[src/shared/icts_pkg.sv]
// Constants and types for the instruction cycle timing controller
package icts_pkg;

    typedef enum logic [3:0] {
        ICTS_ALU    = 4'h0,
        ICTS_MUL    = 4'h1,
        ICTS_MULH   = 4'h2,
        ICTS_DIV    = 4'h3,
        ICTS_LOAD   = 4'h4,
        ICTS_STORE  = 4'h5,
        ICTS_ELW    = 4'h6,
        ICTS_JUMP   = 4'h7,
        ICTS_JALR   = 4'h8,
        ICTS_BRANCH = 4'h9,
        ICTS_CSR    = 4'ha,
        ICTS_FENCEI = 4'hb,
        ICTS_FP     = 4'hc
    } icts_cls_type;

    typedef enum logic [1:0] {
        ICTS_FP_ADD_MUL = 2'h0,
        ICTS_FP_MISC    = 2'h1,
        ICTS_FP_DIVSQRT = 2'h2
    } icts_fp_kind_type;

    localparam logic [5:0] BASE_CYCLES       = 6'h01;
    localparam logic [5:0] MULH_CYCLES       = 6'h05;
    localparam logic [5:0] DIV_MIN_CYCLES    = 6'h03;
    localparam logic [5:0] ELW_CYCLES        = 6'h04;
    localparam logic [5:0] SLOW_CSR_CYCLES   = 6'h04;
    localparam logic [5:0] MISALIGNED_CYCLES = 6'h02;
    localparam logic [1:0] REFILL_CYCLES     = 2'h1;
    localparam logic [4:0] FP_ADD_MUL_LATENCY = 5'h01;
    localparam logic [4:0] FP_MISC_OP_LATENCY = 5'h01;
    localparam logic [4:0] FP_DIVSQRT_LATENCY = 5'h0b;
    localparam logic [4:0] REG_ZERO          = 5'h00;

    function automatic logic icts_writes_rd(input icts_cls_type c);
        icts_writes_rd = (c != ICTS_STORE) && (c != ICTS_BRANCH) && (c != ICTS_FENCEI) && (c != ICTS_FP);
    endfunction : icts_writes_rd

    function automatic logic icts_redirects(input icts_cls_type c);
        icts_redirects = (c == ICTS_JUMP) || (c == ICTS_JALR) || (c == ICTS_FENCEI);
    endfunction : icts_redirects

endpackage : icts_pkg

[src/rtl/icts_div_cost.sv]
// Divider occupancy from the divisor's leading zero count
`timescale 1ns/1ps
`default_nettype none
module icts_div_cost
    import icts_pkg::*;
(
    input  wire logic [31:0] divisor,
    output logic      [5:0]  cost
);
    logic [31:0] zero_above;

    // Bit i is set when every divisor bit from 31 down to i is zero
    genvar gi;
    generate
        for (gi = 0; gi < 32; gi++) begin : g_run
            assign zero_above[gi] = ~|divisor[31:gi];
        end
    endgenerate

    always_comb begin
        cost = DIV_MIN_CYCLES;
        for (int i = 0; i < 32; i++) begin
            cost = cost + {5'h00, zero_above[i]};
        end
    end
endmodule : icts_div_cost
`default_nettype wire

[src/rtl/icts_hazard.sv]
// Decode stall decision for one snapshot of pipeline state
`timescale 1ns/1ps
`default_nettype none
module icts_hazard
    import icts_pkg::*;
(
    input  wire logic         id_v,
    input  wire icts_cls_type id_cls,
    input  wire logic [4:0]   id_rs1,
    input  wire logic [4:0]   id_rs2,
    input  wire logic [4:0]   id_rd,
    input  wire logic         ex_v,
    input  wire icts_cls_type ex_cls,
    input  wire logic [4:0]   ex_rd,
    input  wire logic [5:0]   ex_cnt,
    input  wire logic [4:0]   sb_cnt,
    input  wire logic [4:0]   sb_rd,
    output logic              stall
);
    logic ex_hit;
    logic load_use;
    logic jalr_dep;
    logic fp_dep;
    logic ex_busy;

    always_comb begin
        ex_hit   = ex_v && icts_writes_rd(ex_cls) && (ex_rd != REG_ZERO)
                   && ((ex_rd == id_rs1) || (ex_rd == id_rs2));
        // Loads have no forwarding path from execute
        load_use = ex_hit && ((ex_cls == ICTS_LOAD) || (ex_cls == ICTS_ELW));
        jalr_dep = ex_hit && (id_cls == ICTS_JALR) && (ex_rd == id_rs1);
        // Only another float op or a register match on a source or the destination waits on the unit
        fp_dep   = (sb_cnt != 5'h00) && ((id_cls == ICTS_FP) || ((sb_rd != REG_ZERO)
                   && ((sb_rd == id_rs1) || (sb_rd == id_rs2) || (sb_rd == id_rd))));
        ex_busy  = ex_v && (ex_cnt > BASE_CYCLES);
        stall    = id_v && (load_use || jalr_dep || fp_dep || ex_busy);
    end
endmodule : icts_hazard
`default_nettype wire

[src/rtl/icts_timing_ctrl.sv]
// Four-stage pipeline cycle timing and stall controller
`timescale 1ns/1ps
`default_nettype none
module icts_timing_ctrl
    import icts_pkg::*;
(
    input  wire logic             clk,
    input  wire logic             nrst,
    input  wire logic             clk_en,
    input  wire logic             if_valid,
    input  wire icts_cls_type     if_cls,
    input  wire logic [4:0]       if_rd,
    input  wire logic [4:0]       if_rs1,
    input  wire logic [4:0]       if_rs2,
    input  wire logic             if_misaligned,
    input  wire logic             if_target_unaligned,
    input  wire logic             if_slow_csr,
    input  wire icts_fp_kind_type if_fp_kind,
    input  wire logic [31:0]      if_divisor,
    input  wire logic             ex_branch_taken,
    input  wire logic             data_wait,
    output logic                  if_ready,
    output logic                  fetch_redirect,
    output logic                  if_flush,
    output logic                  id_flush,
    output logic                  id_stall,
    output logic                  ex_busy,
    output logic                  data_req,
    output logic                  retire
);
    // Decode stage
    logic             id_v;
    icts_cls_type     id_cls;
    logic [4:0]       id_rd;
    logic [4:0]       id_rs1;
    logic [4:0]       id_rs2;
    logic             id_mis;
    logic             id_tgt;
    logic             id_slow;
    icts_fp_kind_type id_fpk;
    logic [31:0]      id_div;
    // Execute stage
    logic             ex_v;
    icts_cls_type     ex_cls;
    logic [4:0]       ex_rd;
    logic             ex_mis;
    logic             ex_tgt;
    logic [5:0]       ex_cnt;
    // Writeback stage
    logic             wb_v;
    logic [1:0]       wb_cnt;
    // Fetch refill and float scoreboard
    logic [1:0]       refill;
    logic [4:0]       sb_cnt;
    logic [4:0]       sb_rd;

    logic             next_id_v;
    icts_cls_type     next_id_cls;
    logic [4:0]       next_id_rd;
    logic [4:0]       next_id_rs1;
    logic [4:0]       next_id_rs2;
    logic             next_id_mis;
    logic             next_id_tgt;
    logic             next_id_slow;
    icts_fp_kind_type next_id_fpk;
    logic [31:0]      next_id_div;
    logic             next_ex_v;
    icts_cls_type     next_ex_cls;
    logic [4:0]       next_ex_rd;
    logic             next_ex_mis;
    logic             next_ex_tgt;
    logic [5:0]       next_ex_cnt;
    logic             next_wb_v;
    logic [1:0]       next_wb_cnt;
    logic [1:0]       next_refill;
    logic [4:0]       next_sb_cnt;
    logic [4:0]       next_sb_rd;
    logic             next_if_ready;
    logic             next_fetch_redirect;
    logic             next_if_flush;
    logic             next_id_flush;
    logic             next_id_stall;
    logic             next_ex_busy;
    logic             next_data_req;
    logic             next_retire;

    logic             stall_now;
    logic             stall_next;
    logic [5:0]       div_cost;
    logic [5:0]       id_cost;
    logic             ex_done;
    logic             id_go;
    logic             take;
    logic             br_redirect;

    icts_div_cost u_div_cost (
        .divisor (id_div),
        .cost    (div_cost)
    );

    icts_hazard u_hazard_now (
        .id_v   (id_v),
        .id_cls (id_cls),
        .id_rs1 (id_rs1),
        .id_rs2 (id_rs2),
        .id_rd  (id_rd),
        .ex_v   (ex_v),
        .ex_cls (ex_cls),
        .ex_rd  (ex_rd),
        .ex_cnt (ex_cnt),
        .sb_cnt (sb_cnt),
        .sb_rd  (sb_rd),
        .stall  (stall_now)
    );

    // Registered outputs need the stall of the coming cycle
    icts_hazard u_hazard_next (
        .id_v   (next_id_v),
        .id_cls (next_id_cls),
        .id_rs1 (next_id_rs1),
        .id_rs2 (next_id_rs2),
        .id_rd  (next_id_rd),
        .ex_v   (next_ex_v),
        .ex_cls (next_ex_cls),
        .ex_rd  (next_ex_rd),
        .ex_cnt (next_ex_cnt),
        .sb_cnt (next_sb_cnt),
        .sb_rd  (next_sb_rd),
        .stall  (stall_next)
    );

    // Execute occupancy of the instruction now in decode
    always_comb begin
        unique case (id_cls)
            ICTS_MULH: id_cost = MULH_CYCLES;
            ICTS_DIV: id_cost = div_cost;
            ICTS_ELW: id_cost = ELW_CYCLES;
            ICTS_CSR: id_cost = id_slow ? SLOW_CSR_CYCLES : BASE_CYCLES;
            ICTS_LOAD, ICTS_STORE: id_cost = id_mis ? MISALIGNED_CYCLES : BASE_CYCLES;
            // Single-cycle multiplier, integer ops, branches, jumps, float dispatch
            default: id_cost = BASE_CYCLES;
        endcase
    end

    always_comb begin
        next_id_v    = id_v;
        next_id_cls  = id_cls;
        next_id_rd   = id_rd;
        next_id_rs1  = id_rs1;
        next_id_rs2  = id_rs2;
        next_id_mis  = id_mis;
        next_id_tgt  = id_tgt;
        next_id_slow = id_slow;
        next_id_fpk  = id_fpk;
        next_id_div  = id_div;
        next_ex_v    = ex_v;
        next_ex_cls  = ex_cls;
        next_ex_rd   = ex_rd;
        next_ex_mis  = ex_mis;
        next_ex_tgt  = ex_tgt;
        next_ex_cnt  = ex_cnt;
        next_wb_v    = wb_v;
        next_wb_cnt  = wb_cnt;
        next_refill  = refill;
        next_sb_cnt  = sb_cnt;
        next_sb_rd   = sb_rd;
        next_id_flush = id_flush;
        next_retire   = retire;
        ex_done     = ex_v && (ex_cnt == BASE_CYCLES);
        br_redirect = ex_done && (ex_cls == ICTS_BRANCH) && ex_branch_taken;
        id_go       = id_v && !stall_now && !br_redirect;
        take        = if_valid && if_ready && !br_redirect;
        // A data-side wait freezes every stage so memory stalls add on
        if (!data_wait) begin
            if (sb_cnt != 5'h00) begin
                next_sb_cnt = sb_cnt - 5'h01;
            end
            if (id_go && (id_cls == ICTS_FP)) begin
                next_sb_rd = id_rd;
                unique case (id_fpk)
                    // Latency cycles of waiting, so latency independent ops hide it fully
                    ICTS_FP_ADD_MUL: next_sb_cnt = FP_ADD_MUL_LATENCY;
                    ICTS_FP_MISC: next_sb_cnt = FP_MISC_OP_LATENCY;
                    default: next_sb_cnt = FP_DIVSQRT_LATENCY;
                endcase
            end
            if (wb_v && (wb_cnt != 2'h1)) begin
                next_wb_cnt = wb_cnt - 2'h1;
            end else begin
                next_wb_v   = ex_done;
                next_wb_cnt = (ex_mis && ((ex_cls == ICTS_LOAD) || (ex_cls == ICTS_STORE))) ? 2'h2 : 2'h1;
            end
            if (ex_v && !ex_done) begin
                next_ex_cnt = ex_cnt - 6'h01;
            end else begin
                next_ex_v   = id_go;
                next_ex_cls = id_cls;
                next_ex_rd  = id_rd;
                next_ex_mis = id_mis;
                next_ex_tgt = id_tgt;
                next_ex_cnt = id_cost;
            end
            if (refill != 2'h0) begin
                next_refill = refill - 2'h1;
            end
            if (br_redirect) begin
                next_id_v   = 1'b0;
                next_refill = REFILL_CYCLES + {1'b0, ex_tgt};
            end else if (!id_v || id_go) begin
                next_id_v    = take;
                next_id_cls  = if_cls;
                next_id_rd   = if_rd;
                next_id_rs1  = if_rs1;
                next_id_rs2  = if_rs2;
                next_id_mis  = if_misaligned;
                next_id_tgt  = if_target_unaligned;
                next_id_slow = if_slow_csr;
                next_id_fpk  = if_fp_kind;
                next_id_div  = if_divisor;
            end
            if (id_go && icts_redirects(id_cls)) begin
                // Fence is a jump to its successor with the same refill
                next_refill = REFILL_CYCLES + {1'b0, id_tgt};
            end
            next_id_flush = br_redirect;
            next_retire   = next_wb_v && (next_wb_cnt == 2'h1);
        end
    end

    // Kept apart from the state logic to avoid a false loop through the next-state hazard check
    always_comb begin
        // Jump request shows while the jump sits unstalled in decode
        next_fetch_redirect = data_wait ? fetch_redirect : ((next_id_v && icts_redirects(next_id_cls) && !stall_next)
                              || br_redirect);
        next_if_flush = next_fetch_redirect;
        next_id_stall = data_wait ? id_stall : (next_id_v && stall_next);
        next_ex_busy  = data_wait ? ex_busy : (next_ex_v && (next_ex_cnt > BASE_CYCLES));
        next_if_ready = data_wait ? if_ready : ((next_refill == 2'h0)
                        && !(next_id_v && (stall_next || icts_redirects(next_id_cls))));
        // One transaction per execute cycle of a plain access, one for event load
        next_data_req = data_wait ? data_req : (next_ex_v
                        && (((next_ex_cls == ICTS_LOAD) || (next_ex_cls == ICTS_STORE))
                        || ((next_ex_cls == ICTS_ELW) && (next_ex_cnt == ELW_CYCLES))));
    end

    always_ff @(posedge clk or negedge nrst) begin
        if (!nrst) begin
            id_v    <= 1'b0;
            id_cls  <= ICTS_ALU;
            id_rd   <= REG_ZERO;
            id_rs1  <= REG_ZERO;
            id_rs2  <= REG_ZERO;
            id_mis  <= 1'b0;
            id_tgt  <= 1'b0;
            id_slow <= 1'b0;
            id_fpk  <= ICTS_FP_ADD_MUL;
            id_div  <= 32'h0000_0000;
            ex_v    <= 1'b0;
            ex_cls  <= ICTS_ALU;
            ex_rd   <= REG_ZERO;
            ex_mis  <= 1'b0;
            ex_tgt  <= 1'b0;
            ex_cnt  <= BASE_CYCLES;
            wb_v    <= 1'b0;
            wb_cnt  <= 2'h1;
            refill  <= 2'h0;
            sb_cnt  <= 5'h00;
            sb_rd   <= REG_ZERO;
            if_ready       <= 1'b1;
            fetch_redirect <= 1'b0;
            if_flush       <= 1'b0;
            id_flush       <= 1'b0;
            id_stall       <= 1'b0;
            ex_busy        <= 1'b0;
            data_req       <= 1'b0;
            retire         <= 1'b0;
        end else if (clk_en) begin
            id_v    <= next_id_v;
            id_cls  <= next_id_cls;
            id_rd   <= next_id_rd;
            id_rs1  <= next_id_rs1;
            id_rs2  <= next_id_rs2;
            id_mis  <= next_id_mis;
            id_tgt  <= next_id_tgt;
            id_slow <= next_id_slow;
            id_fpk  <= next_id_fpk;
            id_div  <= next_id_div;
            ex_v    <= next_ex_v;
            ex_cls  <= next_ex_cls;
            ex_rd   <= next_ex_rd;
            ex_mis  <= next_ex_mis;
            ex_tgt  <= next_ex_tgt;
            ex_cnt  <= next_ex_cnt;
            wb_v    <= next_wb_v;
            wb_cnt  <= next_wb_cnt;
            refill  <= next_refill;
            sb_cnt  <= next_sb_cnt;
            sb_rd   <= next_sb_rd;
            if_ready       <= next_if_ready;
            fetch_redirect <= next_fetch_redirect;
            if_flush       <= next_if_flush;
            id_flush       <= next_id_flush;
            id_stall       <= next_id_stall;
            ex_busy        <= next_ex_busy;
            data_req       <= next_data_req;
            retire         <= next_retire;
        end
    end
endmodule : icts_timing_ctrl
`default_nettype wire

[config.mk]
export PLATFORM = sky130hd
export DESIGN_NAME = icts_timing_ctrl
export DESIGN_NICKNAME = d
export VERILOG_FILES = /design/src/shared/icts_pkg.sv /design/src/rtl/icts_div_cost.sv /design/src/rtl/icts_hazard.sv /design/src/rtl/icts_timing_ctrl.sv
export SDC_FILE = /design/constraint.sdc
export NUM_CORES = 1
export LEC_CHECK = 0
export ABC_AREA = 1
export BUFFER_PORTS_ARGS = -buffer_cell sky130_fd_sc_hd__buf_4
export CAP_MARGIN = 20
export CORE_ASPECT_RATIO = 0.7
export CORE_UTILIZATION = 60
export DETAILED_ROUTE_END_ITERATION = 12
export PLACE_DENSITY = 0.82
export SYNTH_ARGS = -nofsm -noshare
export SYNTH_HDL_FRONTEND = slang
export SYNTH_SLANG_ARGS = --single-unit
[constraint.sdc]
create_clock -name clk -period 8.6 [get_ports clk]
set_input_delay 0.43 -clock clk [delete_from_list [all_inputs] [get_ports clk]]
set_output_delay 0.43 -clock clk [all_outputs]
set_load 0.02 [all_outputs]
==> results.txt <==
----------------------------------------------------
[Critical path]
  Data arrival time at the worst-slack endpoint ... 8640 ps
  Startpoint Class ... flop
  Maximum fanout encountered on the critical timing path ... 3
  Reg2Reg Setup Slack ... 260 ps
  Worst flop-to-flop path endpoint ... if_ready
  Required arrival time at the worst endpoint ... 8900 ps
  Setup CP Type ... reg -> reg
  CP most frequent cell ... sky130_fd_sc_hd__inv_2
  Largest incremental delay on the critical path ... 540 ps
  Critical Path Sink Type ... flop
  Worst R2R Path Depth ... 50
  CP max stage cell ... sky130_fd_sc_hd__fa_1
  Crit Reg-Reg Startpoint ... id_div[30]

[Die]
  DIE WIDTH ... 130 µm
  Total die area ... 12000 µm²
  Initial Utilization ... 62.3%
  Die height ... 91.9 µm
  Row count ... 32
  Top Ports ... 70
  Core region area ... 11100 µm²

[Power]
  Static power due to leakage ... 4.22 nW
  Maximum vdd ir drop ... 0.170 mV
  Power per Cell Area ... 318 nW/µm²

[STA]
  Worst max-slew margin expressed relative to the limit ... 43.4%
  Clock tree skew after final layout ... 9.64 ps
  Tightest hold margin ... 5.02 ps
  Number of hold violations in the final report ... 0
  Worst path setup slack after routing ... 255 ps
  Final critical-path share of the clock period ... 97.0%
  Number of endpoints failing setup at the final stage ... 0
  Max-slew violation count ... 0
  Pin slew with the least headroom to its limit ... 847 ps
  FMAX ... 120 MHz
  Setup repair after global routing missed its margin ... yes
  Min Tclk post-route ... 8340 ps

[GRT]
  Largest net degree at the start of global routing ... 71
  Remaining Overflow, GRT ... 0
  Via count of the first global-routing pass ... 5763
  GRT Resource Usage Total ... 33.1%
  First-pass GRT wire length ... 29.9 mm
  Initial antenna violation count ... 0

[Routing]
  DR vias ... 6514
  Remaining DRCs ... 0
  Average wire per standard cell ... 15.9 µm
  Detailed-route wire length ... 18.8 mm
  Vias per inst ... 5.53
  Remaining antenna violation count ... 0
  First-iteration detailed-routing DRC count ... 725
  Number of detailed-route iterations in the first pass ... 6

[Outcome]
  Result of the run ... finished clean

[CTS]
  Clock buffer count from CTS ... 9
  Skew-Pair Late Insertion Delay ... 360 ps
  CTS tree ... yes
  Clock tree root driver cell ... sky130_fd_sc_hd__clkbuf_16
  Maximum buffer depth of the clock tree ... 2
  Clock input transition at the sequential cells of the worst setup and hold paths ... 70 ps
  Total number of clock tree sinks ... 96
  Maximum level of the CTS H-tree ... 3

[Logic synthesis]
  Post-synthesis adder-cell area fraction ... 10.0%
  Cell count after synthesis ... 951
  Number of enable-type register cells in the synthesized netlist ... 0
  Mean post-synth cell area ... 7.29 µm²
  Synthesized-area fraction occupied by ao, oa, aoi and oai cells ... 11.1%
  Yosys warnings ... 0
  Largest family of logic cells by synthesized area ... simple AND/OR/NAND/NOR gates
  Share of async-settable or async-resettable flops after synthesis ... 100%
  Fraction of the yosys area taken by sequential cells ... 34.7%
  Simple-gate area share of the yosys netlist ... 28.0%
  Unique cell type count in the Yosys netlist ... 45
  Main synth FF type ... sky130_fd_sc_hd__dfrtp_1
  Synth Area in XOR/XNOR ... 2.40%
  Post-Synthesis Cell Area ... 6930 µm²
  Number of synthesized register bits ... 96
  Mux share of post-synthesis cell area ... 4.37%
  Post-synth net total ... 1053

[Placement]
  Place WS ... 125 ps
  Sum of net half-perimeters after detailed placement ... 13.4 mm
  Final RePlAce weighted congestion ... 0.981
  Port Buffers ... 68

[Cells and area]
  Final net count ... 1123
  Filler Cells Inserted ... 899
  Area growth from synthesis to layout ... 16.9%
  Number of antenna cells inserted ... 0
  Share of layout cells above drive strength 1 ... 17.3%

[Job]
  # Max-Cap Violations ... 0

[Worst hold path]
  Worst hold-check path type ... in -> async

----------------------------------------------------
how the worst max path moves through the flow:
stage,startpoint,endpoint,slack (ps),cells past startpoint
floorplan,id_div[30],if_ready,810,45
global placement,id_div[30],if_ready,310,45
detailed placement,id_div[30],if_ready,120,46
CTS,id_div[30],if_ready,50,46
global route,id_div[30],if_ready,-240,50
finish,id_div[30],if_ready,260,50
logic make-up (layout without fill, tap and decap cells):
| kind of cell | after synthesis | in the layout |
|---|---|---|
| adder cells (fa/ha/maj) | 40 | 40 |
| XOR/XNOR | 19 | 19 |
| flip-flops | 96 | 96 |
| AND/OR/NAND/NOR | 457 | 457 |
| AO/OA/AOI/OAI | 143 | 143 |
| multiplexers | 27 | 27 |
| buffers and inverters | 169 | 244 |
repair_timing:
action,in CTS,in global routing
setup endpoints to repair,0,5
gates resized for setup,0,23
hold buffers,0,0
setup buffers,0,15
metal layers:
layer | GRT usage (%) | wire [µm] | vias up
met2 | 42.8 | 7520 | 342
met3 | 6.59 | 1940 | 20
li1 | - | - | 3153
met4 | 6.80 | 173 | 0
met1 | 55.5 | 9120 | 2999
met5 | 0 | 0 | -
layout make-up:
type / instances / area (µm²) / share of cell area, %
inverter: 139 / 522 / 6.44
clock buffer: 9 / 225 / 2.78
tap: 153 / 191 / 2.36
clock inverter: 7 / 124 / 1.53
sequential: 96 / 2410 / 29.7
multi-input combinational: 686 / 3960 / 48.9
timing repair buffer: 89 / 668 / 8.25
per-stage QoR:
step                      instance area, µm²  instances  utilization [%]  TNS (ps)  total power [W]
after floorplan                         6930        951                -         0          0.00166
after global placement                  7560       1148             67.9         0          0.00196
after detailed placement                7560       1148             67.9         0          0.00199
after CTS                               7910       1164             71.0         0          0.00249
after global routing                    8100       1179             72.8      -778          0.00279
final                                   8100       1179             72.8         0          0.00258
synthesized netlist by cell type, types with 2 or more instances:
library cell               instances  area share, %
sky130_fd_sc_hd__nand2_2           7           0.63
sky130_fd_sc_hd__xnor2_1           5           0.63
sky130_fd_sc_hd__nor2_4            6           0.97
sky130_fd_sc_hd__fa_1             26            7.5
sky130_fd_sc_hd__o32ai_1           2           0.25
sky130_fd_sc_hd__nor3_1           11           0.79
sky130_fd_sc_hd__nor2_1           80            4.3
sky130_fd_sc_hd__clkbuf_1         24            1.3
sky130_fd_sc_hd__buf_2             5           0.36
sky130_fd_sc_hd__inv_1           134            7.3
sky130_fd_sc_hd__o31ai_1           2           0.22
sky130_fd_sc_hd__nor4_1            2           0.18
sky130_fd_sc_hd__mux2_2           26            4.2
sky130_fd_sc_hd__xor2_1           14            1.8
sky130_fd_sc_hd__nand3_1          49            3.5
sky130_fd_sc_hd__dfstp_2           3            1.1
sky130_fd_sc_hd__nor2_2            3           0.27
sky130_fd_sc_hd__a21oi_1          24            1.7
sky130_fd_sc_hd__ha_1             14            2.5
sky130_fd_sc_hd__nand2_1         277             15
sky130_fd_sc_hd__dfrtp_1          93             34
sky130_fd_sc_hd__inv_2             5           0.27
sky130_fd_sc_hd__o22ai_1          12            1.1
sky130_fd_sc_hd__o21ai_1           2           0.14
sky130_fd_sc_hd__o21ai_0          91            6.6
sky130_fd_sc_hd__o211ai_1          3           0.32
sky130_fd_sc_hd__nand4_1          13            1.2
power breakdown:
part / leakage (nW) / switching [W] / internal [W]
Combinational: 2.88 / 0.000773 / 0.000477
Clock: 0.167 / 0.000193 / 0.000288
Sequential: 1.17 / 0.000211 / 0.000637
sequential cells by signal (all words and copies together) (netlist names), 4 cells and up:
signal,flops
ex_cnt,6
sb_rd,5
ex_rd,5
sb_cnt,5
id_rs2,5
id_rd,5
id_cls,4
id_div,32
ex_cls,4
id_rs1,5
placed cells by master (no fill, tap or decap), drive strengths merged, types with 3 or more instances in the layout:
master | netlist | layout
inv | 139 | 142
buf | 6 | 89
nor3 | 13 | 13
dfstp | 3 | 3
ha | 14 | 14
o22ai | 12 | 12
nand3 | 49 | 49
xnor2 | 5 | 5
dfrtp | 93 | 93
fa | 26 | 26
xor2 | 14 | 14
bufinv | 0 | 3
nand2 | 284 | 284
mux2 | 26 | 26
o21ai | 93 | 93
nor2 | 89 | 89
nand4 | 13 | 13
a21oi | 24 | 24
clkbuf | 24 | 9
o211ai | 3 | 3
worst max-delay path, delay by kind of cell (launching register included):
kind                       cells  cell delay (ps)
AOI/OAI and AO/OA              6              990
adders and majority gates      7             3050
buffers and inverters         10              590
DFF                            1              410
and+or+nand+nor               27             3250
(Power assumes the default switching activity.)
